[config.mk]
export PLATFORM = sky130hd
export DESIGN_NAME = trip_auto_reset_sequencer
export DESIGN_NICKNAME = d
export VERILOG_FILES = /design/src/rtl/trip_auto_reset_sequencer.v /design/src/rtl/tick_divider.v
export VERILOG_INCLUDE_DIRS = /design/src /design/src/rtl
export SDC_FILE = /design/constraint.sdc
export NUM_CORES = 1
export LEC_CHECK = 0
export BUFFER_PORTS_ARGS = -buffer_cell sky130_fd_sc_hd__buf_2
export CORE_MARGIN = 3
export CORE_UTILIZATION = 60
export DETAILED_ROUTE_END_ITERATION = 6
export GPL_TIMING_DRIVEN = 0
export PLACE_DENSITY = 0.8
export SLEW_MARGIN = 20
export SYNTH_ARGS = -nofsm -noshare
export SYNTH_HDL_FRONTEND = slang
export SYNTH_SLANG_ARGS = --single-unit
[constraint.sdc]
create_clock -name mclk_i -period 7.1 [get_ports mclk_i]
set_input_delay 1.42 -clock mclk_i [delete_from_list [all_inputs] [get_ports mclk_i]]
set_output_delay 1.42 -clock mclk_i [all_outputs]
set_load 0.03 [all_outputs]
[src/rtl/trip_retry_map.vh]
// register offsets, field layout and timing constants of the trip retry block
`ifndef TRIP_RETRY_MAP_VH
`define TRIP_RETRY_MAP_VH
// ===========================================================================
// register indices (byte address = index)
`define REG_CTRL        4'h0
`define REG_INTERVAL    4'h1
`define REG_STATUS      4'h2
`define REG_EVENTS      4'h3
`define REG_MASK        4'h4
`define REG_MOTOR       4'h5
// ===========================================================================
// control register fields
`define CTRL_CNT_LSB    0
`define CTRL_CNT_W      4
`define CTRL_Y1_LSB     8
`define CTRL_RLY_LSB    16
`define FSEL_W          8
// ===========================================================================
// codes and constants
`define FSEL_RETRY      8'h1a
`define MOTOR_HP_SEL    2'h1
`define MOTOR_SEL_W     2
`define CAP_IDX_W       4
// motor word field positions
`define MOT_M1_LSB      0
`define MOT_M2_LSB      2
`define MOT_CAP_LSB     4
// fault class bit positions on the fault input vector
`define FLT_OVERCURRENT 0
`define FLT_OVERVOLTAGE 1
`define FLT_HEATSINK    2
`define FLT_BRAKE_RES   3
`define FLT_MOTOR_HOT   4
`define FLT_MOTOR_OVL   5
`define FLT_DRIVE_OVL   6
`define FLT_W           8
`define FLT_RETRY_MASK  8'h7f
// event bits
`define EV_TRIP         0
`define EV_RETRY        1
`define EV_ALARM        2
`define EV_RECOVER      3
`define EV_W            4
// reset values
`define RST_COUNT       4'h0
`define RST_INTERVAL    16'h0001
// one interval tick is 1 ms; cycles per tick at 125 MHz
`define TICK_NS         1000000
`define CLK_NS          8
// recovery: run must stay fault free this long before the counter clears
`define RUN_OK_TICKS    16'h0001
`endif

[src/rtl/trip_auto_reset_sequencer.v]
// automatic recovery sequencer after protective trips, with register port
// ===========================================================================
// Overview of operation
// - resettable trip triggers automatic reset, no alarm
// - retries exhausted: assert alarm, stop retrying
// - retry count zero disables auto reset
// - wait programmed interval from trip entry
// - only seven fault classes are retryable
// - output function code 26 drives retry status
// - motor select 1 picks horsepower table
//
// Local design decisions: the placing of the registers and the address-and-strobe port.
`timescale 1ns/1ps
`default_nettype none
`include "trip_retry_map.vh"
module trip_auto_reset_sequencer #(
  parameter integer TICK_CYCLES = `TICK_NS / `CLK_NS  // cycles per ms tick
)(
  input  wire        mclk_i,          // 125 MHz system clock
  input  wire        arst_n_i,        // async reset, active low
  input  wire [3:0]  addr_i,          // register index
  input  wire [31:0] wdata_i,         // write data
  input  wire        wr_i,            // write strobe
  input  wire        rd_i,            // read strobe
  output reg  [31:0] rdata_o,         // read data, cycle after rd_i
  input  wire [7:0]  fault_i,         // protective trip causes, level
  input  wire        run_ok_i,        // drive running normally
  output reg         trip_reset_o,    // internal reset command pulse
  output reg         fault_alarm_out_o, // alarm output
  output reg         transistor_output_terminal_o,
  output reg         relay_output_terminal_o,
  output reg         hp_table_m1_o,   // motor 1 uses horsepower table
  output reg         hp_table_m2_o,   // motor 2 uses horsepower table
  output reg  [3:0]  table_index_o,   // capacity index into table set
  output reg         irq_o            // level interrupt
);
  // ===========================================================================
  // states, one-hot
  localparam [3:0] S_IDLE  = 4'b0001;  // normal operation
  localparam [3:0] S_WAIT  = 4'b0010;  // tripped, counting interval
  localparam [3:0] S_CHECK = 4'b0100;  // reset issued, watching result
  localparam [3:0] S_ALARM = 4'b1000;  // locked out with alarm

  // ===========================================================================
  // fault input synchroniser: three stages, accept when 2nd and 3rd agree
  reg [7:0] flt_s1_q;                 // first stage, only read by second
  reg [7:0] flt_s2_q;                 // second stage
  reg [7:0] flt_s3_q;                 // third stage
  reg [7:0] flt_q;                    // accepted fault vector
  reg       run_s1_q;                 // run flag stages
  reg       run_s2_q;
  reg       run_s3_q;
  reg       run_q;                    // accepted run flag
  always @(posedge mclk_i or negedge arst_n_i)
  begin
    if (!arst_n_i)
    begin
      flt_s1_q <= 8'h00;
      flt_s2_q <= 8'h00;
      flt_s3_q <= 8'h00;
      flt_q    <= 8'h00;
      run_s1_q <= 1'b0;
      run_s2_q <= 1'b0;
      run_s3_q <= 1'b0;
      run_q    <= 1'b0;
    end
    else
    begin
      flt_s1_q <= fault_i;
      flt_s2_q <= flt_s1_q;
      flt_s3_q <= flt_s2_q;
      // per bit: take the new level only once two stages agree
      flt_q    <= (flt_s2_q & flt_s3_q) | (flt_q & (flt_s2_q | flt_s3_q));
      run_s1_q <= run_ok_i;
      run_s2_q <= run_s1_q;
      run_s3_q <= run_s2_q;
      if (run_s2_q == run_s3_q)
        run_q <= run_s3_q;
    end
  end

  // ===========================================================================
  // helper functions
  // true when a tripped set holds only retryable causes
  function retryable;
    input [7:0] f;
    begin
      retryable = (f != 8'h00) && ((f & ~`FLT_RETRY_MASK) == 8'h00);
    end
  endfunction
  // output terminal function select matches the retry status code
  function fsel_retry;
    input [7:0] sel;
    begin
      fsel_retry = (sel == `FSEL_RETRY);
    end
  endfunction

  // ===========================================================================
  // registers
  reg [31:0] ctrl_q;                  // count, y1 and relay selects
  reg [15:0] interval_q;              // retry interval in ms ticks
  reg [3:0]  events_q;                // sticky events, write one to clear
  reg [3:0]  mask_q;                  // interrupt enables
  reg [7:0]  motor_q;                 // [1:0] m1 sel, [3:2] m2 sel, [7:4] cap
  wire [3:0] retry_count_setting = ctrl_q[`CTRL_CNT_LSB +: `CTRL_CNT_W];
  wire [7:0] output_y1_function_select = ctrl_q[`CTRL_Y1_LSB +: `FSEL_W];
  wire [7:0] relay_output_function_select = ctrl_q[`CTRL_RLY_LSB +: `FSEL_W];
  wire [15:0] retry_interval_setting = interval_q;
  // motor word fields; the layout itself lives in the map header
  wire [`MOTOR_SEL_W-1:0] motor1_type_select =
    motor_q[`MOT_M1_LSB +: `MOTOR_SEL_W];
  wire [`MOTOR_SEL_W-1:0] motor2_type_select =
    motor_q[`MOT_M2_LSB +: `MOTOR_SEL_W];
  wire [`CAP_IDX_W-1:0]   cap_index =
    motor_q[`MOT_CAP_LSB +: `CAP_IDX_W];

  // ===========================================================================
  // sequencer state
  reg [3:0]  state_q;                 // one-hot state
  reg [3:0]  tries_q;                 // resets issued in this sequence
  reg [15:0] wait_q;                  // elapsed ticks in the wait state, held at zero elsewhere
  reg        retry_in_progress_out;   // retry status level
  wire       tick;                    // 1 ms tick
  wire       tripped = (flt_q != 8'h00);
  reg  [3:0] ev_set;                  // events raised this cycle

  // ===========================================================================
  // interval time base: one pulse per millisecond
  tick_divider #(.DIV(TICK_CYCLES)) u_tick (
    .mclk_i   (mclk_i),
    .arst_n_i (arst_n_i),
    .tick_o   (tick)
  );

  // ===========================================================================
  // retry state machine
  // attempts count per sequence; only a clean run clears the count
  always @(posedge mclk_i or negedge arst_n_i)
  begin
    if (!arst_n_i)
    begin
      state_q      <= S_IDLE;
      tries_q      <= 4'h0;
      wait_q       <= 16'h0;
      trip_reset_o <= 1'b0;
      retry_in_progress_out <= 1'b0;
      ev_set       <= 4'h0;
    end
    else
    begin
      trip_reset_o <= 1'b0;
      ev_set       <= 4'h0;
      case (state_q)
        S_IDLE:
        begin
          wait_q <= 16'h0;
          if (tripped)
          begin
            ev_set[`EV_TRIP] <= 1'b1;
            // zero count or a non-retryable cause goes straight to alarm
            if (retry_count_setting == 4'h0 || !retryable(flt_q))
            begin
              state_q <= S_ALARM;
              ev_set[`EV_ALARM] <= 1'b1;
            end
            else if (tries_q >= retry_count_setting)
            begin
              state_q <= S_ALARM;
              ev_set[`EV_ALARM] <= 1'b1;
              retry_in_progress_out <= 1'b0;
            end
            else
            begin
              state_q <= S_WAIT;
              retry_in_progress_out <= 1'b1;
            end
          end
          else if (retry_in_progress_out && run_q && tick)
          begin
            // fault free run: recovery counts as done
            // until then a new trip keeps adding to the same attempt count
            if (wait_q >= `RUN_OK_TICKS - 16'h1)
            begin
              tries_q <= 4'h0;
              retry_in_progress_out <= 1'b0;
              ev_set[`EV_RECOVER] <= 1'b1;
            end
          end
        end
        S_WAIT:
        begin
          // interval counted from entry into the tripped state
          // an interval of zero issues the reset on the first cycle
          if (tick)
            wait_q <= wait_q + 16'h1;
          if (wait_q >= retry_interval_setting)
          begin
            trip_reset_o <= 1'b1;
            tries_q      <= tries_q + 4'h1;
            ev_set[`EV_RETRY] <= 1'b1;
            wait_q       <= 16'h0;
            state_q      <= S_CHECK;
          end
        end
        S_CHECK:
        begin
          // let the synchronised fault level settle after the reset pulse;
          // the fault path lags the pin by four cycles, so a tick shorter
          // than about eight cycles would see a stale trip and retry again
          // even though the cause has already gone
          if (tick)
            state_q <= S_IDLE;
        end
        default:
        begin
          // alarm holds until reset; no further attempts
          state_q <= S_ALARM;
          retry_in_progress_out <= 1'b0;
        end
      endcase
    end
  end

  // ===========================================================================
  // register writes and sticky events
  always @(posedge mclk_i or negedge arst_n_i)
  begin
    if (!arst_n_i)
    begin
      ctrl_q     <= {28'h0, `RST_COUNT};
      interval_q <= `RST_INTERVAL;
      events_q   <= 4'h0;
      mask_q     <= 4'h0;
      motor_q    <= 8'h00;
    end
    else
    begin
      // writes to the status index or unmapped indices are ignored
      if (wr_i && addr_i == `REG_CTRL)
        ctrl_q <= wdata_i;
      else if (wr_i && addr_i == `REG_INTERVAL)
        interval_q <= wdata_i[15:0];
      else if (wr_i && addr_i == `REG_MASK)
        mask_q <= wdata_i[3:0];
      else if (wr_i && addr_i == `REG_MOTOR)
        motor_q <= wdata_i[7:0];
      // set wins over a simultaneous write-one clear
      if (wr_i && addr_i == `REG_EVENTS)
        events_q <= (events_q & ~wdata_i[3:0]) | ev_set;
      else
        events_q <= events_q | ev_set;
    end
  end

  // ===========================================================================
  // read port and registered outputs
  always @(posedge mclk_i or negedge arst_n_i)
  begin
    if (!arst_n_i)
    begin
      rdata_o           <= 32'h0;
      fault_alarm_out_o <= 1'b0;
      transistor_output_terminal_o <= 1'b0;
      relay_output_terminal_o      <= 1'b0;
      hp_table_m1_o     <= 1'b0;
      hp_table_m2_o     <= 1'b0;
      table_index_o     <= 4'h0;
      irq_o             <= 1'b0;
    end
    else
    begin
      // unmapped or idle reads return zero
      if (!rd_i)
        rdata_o <= 32'h0;
      else if (addr_i == `REG_CTRL)
        rdata_o <= ctrl_q;
      else if (addr_i == `REG_INTERVAL)
        rdata_o <= {16'h0, interval_q};
      else if (addr_i == `REG_STATUS)
        rdata_o <= {16'h0, flt_q, tries_q, state_q};
      else if (addr_i == `REG_EVENTS)
        rdata_o <= {28'h0, events_q};
      else if (addr_i == `REG_MASK)
        rdata_o <= {28'h0, mask_q};
      else if (addr_i == `REG_MOTOR)
        rdata_o <= {24'h0, motor_q};
      else
        rdata_o <= 32'h0;
      fault_alarm_out_o <= (state_q == S_ALARM);
      transistor_output_terminal_o <=
        fsel_retry(output_y1_function_select) & retry_in_progress_out;
      relay_output_terminal_o <=
        fsel_retry(relay_output_function_select) & retry_in_progress_out;
      // either motor may pick the horsepower set on its own
      hp_table_m1_o <= (motor1_type_select == `MOTOR_HP_SEL);
      hp_table_m2_o <= (motor2_type_select == `MOTOR_HP_SEL);
      table_index_o <= cap_index;
      // level interrupt: any unmasked sticky event
      irq_o         <= |(events_q & mask_q);
    end
  end
endmodule
`default_nettype wire

[src/rtl/tick_divider.v]
// millisecond tick generator for the retry interval timer
`timescale 1ns/1ps
`default_nettype none
module tick_divider #(
  parameter integer DIV = 125000   // cycles per tick
)(
  input  wire mclk_i,
  input  wire arst_n_i,
  output reg  tick_o
);
  // ===========================================================================
  // free running divider
  reg [31:0] cnt_q;                  // cycle counter
  always @(posedge mclk_i or negedge arst_n_i)
  begin
    if (!arst_n_i)
    begin
      cnt_q  <= 32'h0;
      tick_o <= 1'b0;
    end
    else if (cnt_q == DIV - 1)
    begin
      cnt_q  <= 32'h0;
      tick_o <= 1'b1;
    end
    else
    begin
      cnt_q  <= cnt_q + 32'h1;
      tick_o <= 1'b0;
    end
  end
endmodule
`default_nettype wire

==> impl_results.md <==
* Status: finished clean
* Pin count of the biggest net entering global routing at a little over 70
* Largest family of logic cells by synthesized area: simple AND/OR/NAND/NOR gates
* Syn avg cell area at 12.3 um2
* Post-synth ARST share at 1.00
* Top delay family on crit path: simple AND/OR/NAND/NOR gates
* Net Sw Power at around 0.64 mW
* Yosys warning count at 0
* Final setup margin at 4090 ps
* Global-route wire length before repair at 31.0 mm
* Worst EP required at 7460 ps
* Initial Util at 0.619
* CP Max Fanout at 10
* Kind of critical path: input pin to flop
* Area grow syn2layout at 16.2%
* Chip Width at 126 um
* CTS max path bufs at 3
* Total CTS buffers at 21
* PortBufs at 90
* Post-synthesis adder-cell area fraction at 0.0437
* CTS tree: done
* Maximum vdd ir drop at around 0.00016 V
* Via-to-Cell Ratio at 5.85
* Endpoints failing hold at 0
* Internal power at between 2 and 2.5 mW
* Hold Path Class: flop to flop
* Synthesized flop and latch total at between 200 and 250
* Pins Over Slew Limit at 0
* Routed via count at 5922
* Die ar. at ~0.016 mm2
* Static Leak at 4.83 nW
* CTS Hold Bufs at 0
* Complex-gate fraction of the synthesized area at 0.0815
* Clk Latency, worst-skew pair at around 480 ps
* Worst setup SP type: input pin
* Hold slack final at 347 ps
* Final setup viols at 0
* Die Span Y at ~130 um
* Post-CTS Setup Repair Bufs at 0
* DP HPWL at approximately 13 mm
* Layout cells sized above 1 at 0.244
* Critical-path top delay cell: nor4_2
* Cts repair resizes at 0
* Drt drc at 0
* I/O Pins at 92
* Skew final at 7.92 ps
* Post-synthesis mux area share at 0.0879
* Clk pwr share at 0.394
* Critical Path, Cell by Cell: buf_2 > nor4_2 > nand2_1 > buf_1 > mux2_2
* Post-route cell area at around 0.010 mm2
* Reg clk slew, reported paths at 60 ps
* Grt total ovfl at 0
* Router iterations before antenna repair at 5
* Max-slew headroom at 0.295
* Crit. End Element: flop
* Core Box Area at 0.0140 mm2
* DRT iter0 DRCs at 524
* Post-synth EDFFs at 0
* Hold path startpoint: flt_s1_q[1]$_DFF_PN0_
* WL/cell at around 18 um
* Sequential area share after synthesis at 0.590
* Root Buffer: clkbuf_16
* Post-synthesis simple-gate area fraction at 0.143
* Placement row count at 43
* Switching share of total power at 0.240
* Overall Global Routing Usage at 0.236
* Max-cap violation count at 0
* Clock period minus final worst setup slack at between 3000 and 4000 ps
* Post-synth design cell area at approximately 0.0087 mm2
* PD cells at 265 mW/mm2
* Initial antenna violation count at 0
* H-tree level count at 1
* Post-Synth XOR/XNOR Area at 0.0324
* Sequential Power Share at 0.504
* Syn Inst Count at 705
* Fmax at 0.332 GHz
* Worst Path Buf+Inv at 2
* R2r startpoint: wait_q[0]$_DFFE_PN0P_
* Synth Net Count at 777
* Total wire length at roughly 19 mm
* GP Congestion at approximately 0.86
* Layout Nets at roughly 890
* WP data arrival at between 3000 and 4000 ps
* Antenna cell count at 0
* Vias in the first global route at 6175
* CP Launch Point: addr_i[0]
* Post-Route Setup TNS at 0 ps
* Dpl ws at 3650 ps
* Slew @ Worst Pin at between 1000 and 1500 ps
* RSZ-0062 raised after global routing: no
* Distinct cells, synth at 58
* Combinational share of power at 0.101
* Routed Antenna Nets at 0
* Dominant synthesized flop cell: dfrtp_1
* CP max stage delay at 760 ps
* Clock sink count at 204
* Area after DPL at roughly 0.0094 mm2
* Final clock period utilization by the worst path at 0.424
==> area by class of cell <==
| type | instances | area, um2 |
|---|---|---|
| Sequential cell | 204 | 5110 |
| Buffer | 24 | 104 |
| Timing Repair Buffer | 92 | 515 |
| Fill cell | 981 | 3930 |
| Clock inverter | 4 | 47.5 |
| Tap cell | 180 | 225 |
| Clock buffer | 31 | 613 |
| Inverter | 23 | 86.3 |
| Multi-Input combinational cell | 454 | 3360 |
==> power groups by stage <==
stage	clock (mW)	combinational [mW]	sequential, mW
floorplan	0	0.150	1.36
global placement	0	0.250	1.35
detailed placement	0	0.266	1.36
CTS	1.07	0.273	1.34
global route	1.12	0.298	1.36
finish	1.05	0.270	1.34
==> synthesized netlist by cell type (8+ instances only) <==
master    instances  area share
dfrtp_1         202        0.58
a21oi_1          23       0.013
nor4_1           10      0.0072
clkbuf_1         17      0.0074
xnor2_1          20       0.020
maj3_1            9       0.010
nor2b_1          15       0.011
o21ai_0          13      0.0075
a22oi_1          12       0.010
and3_1           27       0.020
nor3_1           10      0.0058
mux2_2           64       0.083
xor2_1           12       0.012
a21o_1           10      0.0087
nor2_1           37       0.016
nand3_1          25       0.014
ha_1             23       0.033
nand4_1          13      0.0094
inv_1            23       0.010
a222oi_1          8      0.0093
nand2_1          47       0.020
==> registers in the layout, summed over array words and instances, names as in the netlist, 4 cells and up <==
signal         cells
events_q           4
rdata_o           32
motor_q            8
flt_q              8
ev_set             4
ctrl_q            32
tries_q            4
table_index_o      4
flt_s2_q           8
u_tick.cnt_q      32
flt_s1_q           8
mask_q             4
wait_q            16
flt_s3_q           8
state_q            4
interval_q        16
==> worst paths after layout <==
| path | to | slack (ps) | cells after the start |
|---|---|---|---|
| worst max-delay path | ctrl_q[20]$_DFFE_PN0P_ | 4090 | 5 |
| worst min-delay path | flt_s2_q[1]$_DFF_PN0_ | 350 | 0 |
| worst max register to register | wait_q[15]$_DFFE_PN0P_ | 4440 | 8 |
| worst min register to register | flt_s2_q[1]$_DFF_PN0_ | 350 | 0 |
| max in group asynchronous | state_q[0]$_DFFE_PN1P_ | 5150 | 3 |
| min in group asynchronous | flt_q[7]$_DFF_PN0_ | 870 | 1 |
==> per-stage QoR <==
step / power [mW] / std cells / utilization
6_report: 2.67 / 1012 / 0.719
4_1_cts: 2.69 / 1012 / 0.719
5_1_grt: 2.78 / 1012 / 0.719
3_5_place_dp: 1.63 / 977 / 0.672
3_3_place_gp: 1.60 / 975 / 0.667
2_1_floorplan: 1.51 / 705 / -
==> per-layer routing <==
| metal | share of wire | track usage | routed length (um) | vias up |
|---|---|---|---|---|
| li1 | - | - | - | 2760 |
| met1 | 0.44 | 0.331 | 8200 | 2957 |
| met2 | 0.48 | 0.390 | 8950 | 177 |
| met3 | 0.053 | 0.0339 | 975 | 28 |
| met4 | 0.021 | 0.0700 | 387 | 0 |
| met5 | 0 | 0 | 0 | - |
==> cell usage in the layout (no fill, tap or decap), types with 22 or more instances in the layout <==
master / n
nand3_1: 25
clkbuf_1: 22
and3_1: 27
inv_1: 23
buf_2: 91
ha_1: 23
a21oi_1: 23
mux2_2: 64
dfrtp_1: 202
nand2_1: 47
nor2_1: 37
==> cell families after synthesis <==
| kind of cell | Yosys count |
|---|---|
| AND/OR/NAND/NOR | 224 |
| flip-flops | 204 |
| AO/OA/AOI/OAI | 98 |
| multiplexers | 68 |
| buffers and inverters | 47 |
| XOR/XNOR | 32 |
| adder cells (fa/ha/maj) | 32 |
Note: power is estimated with default switching activity, not from simulation.
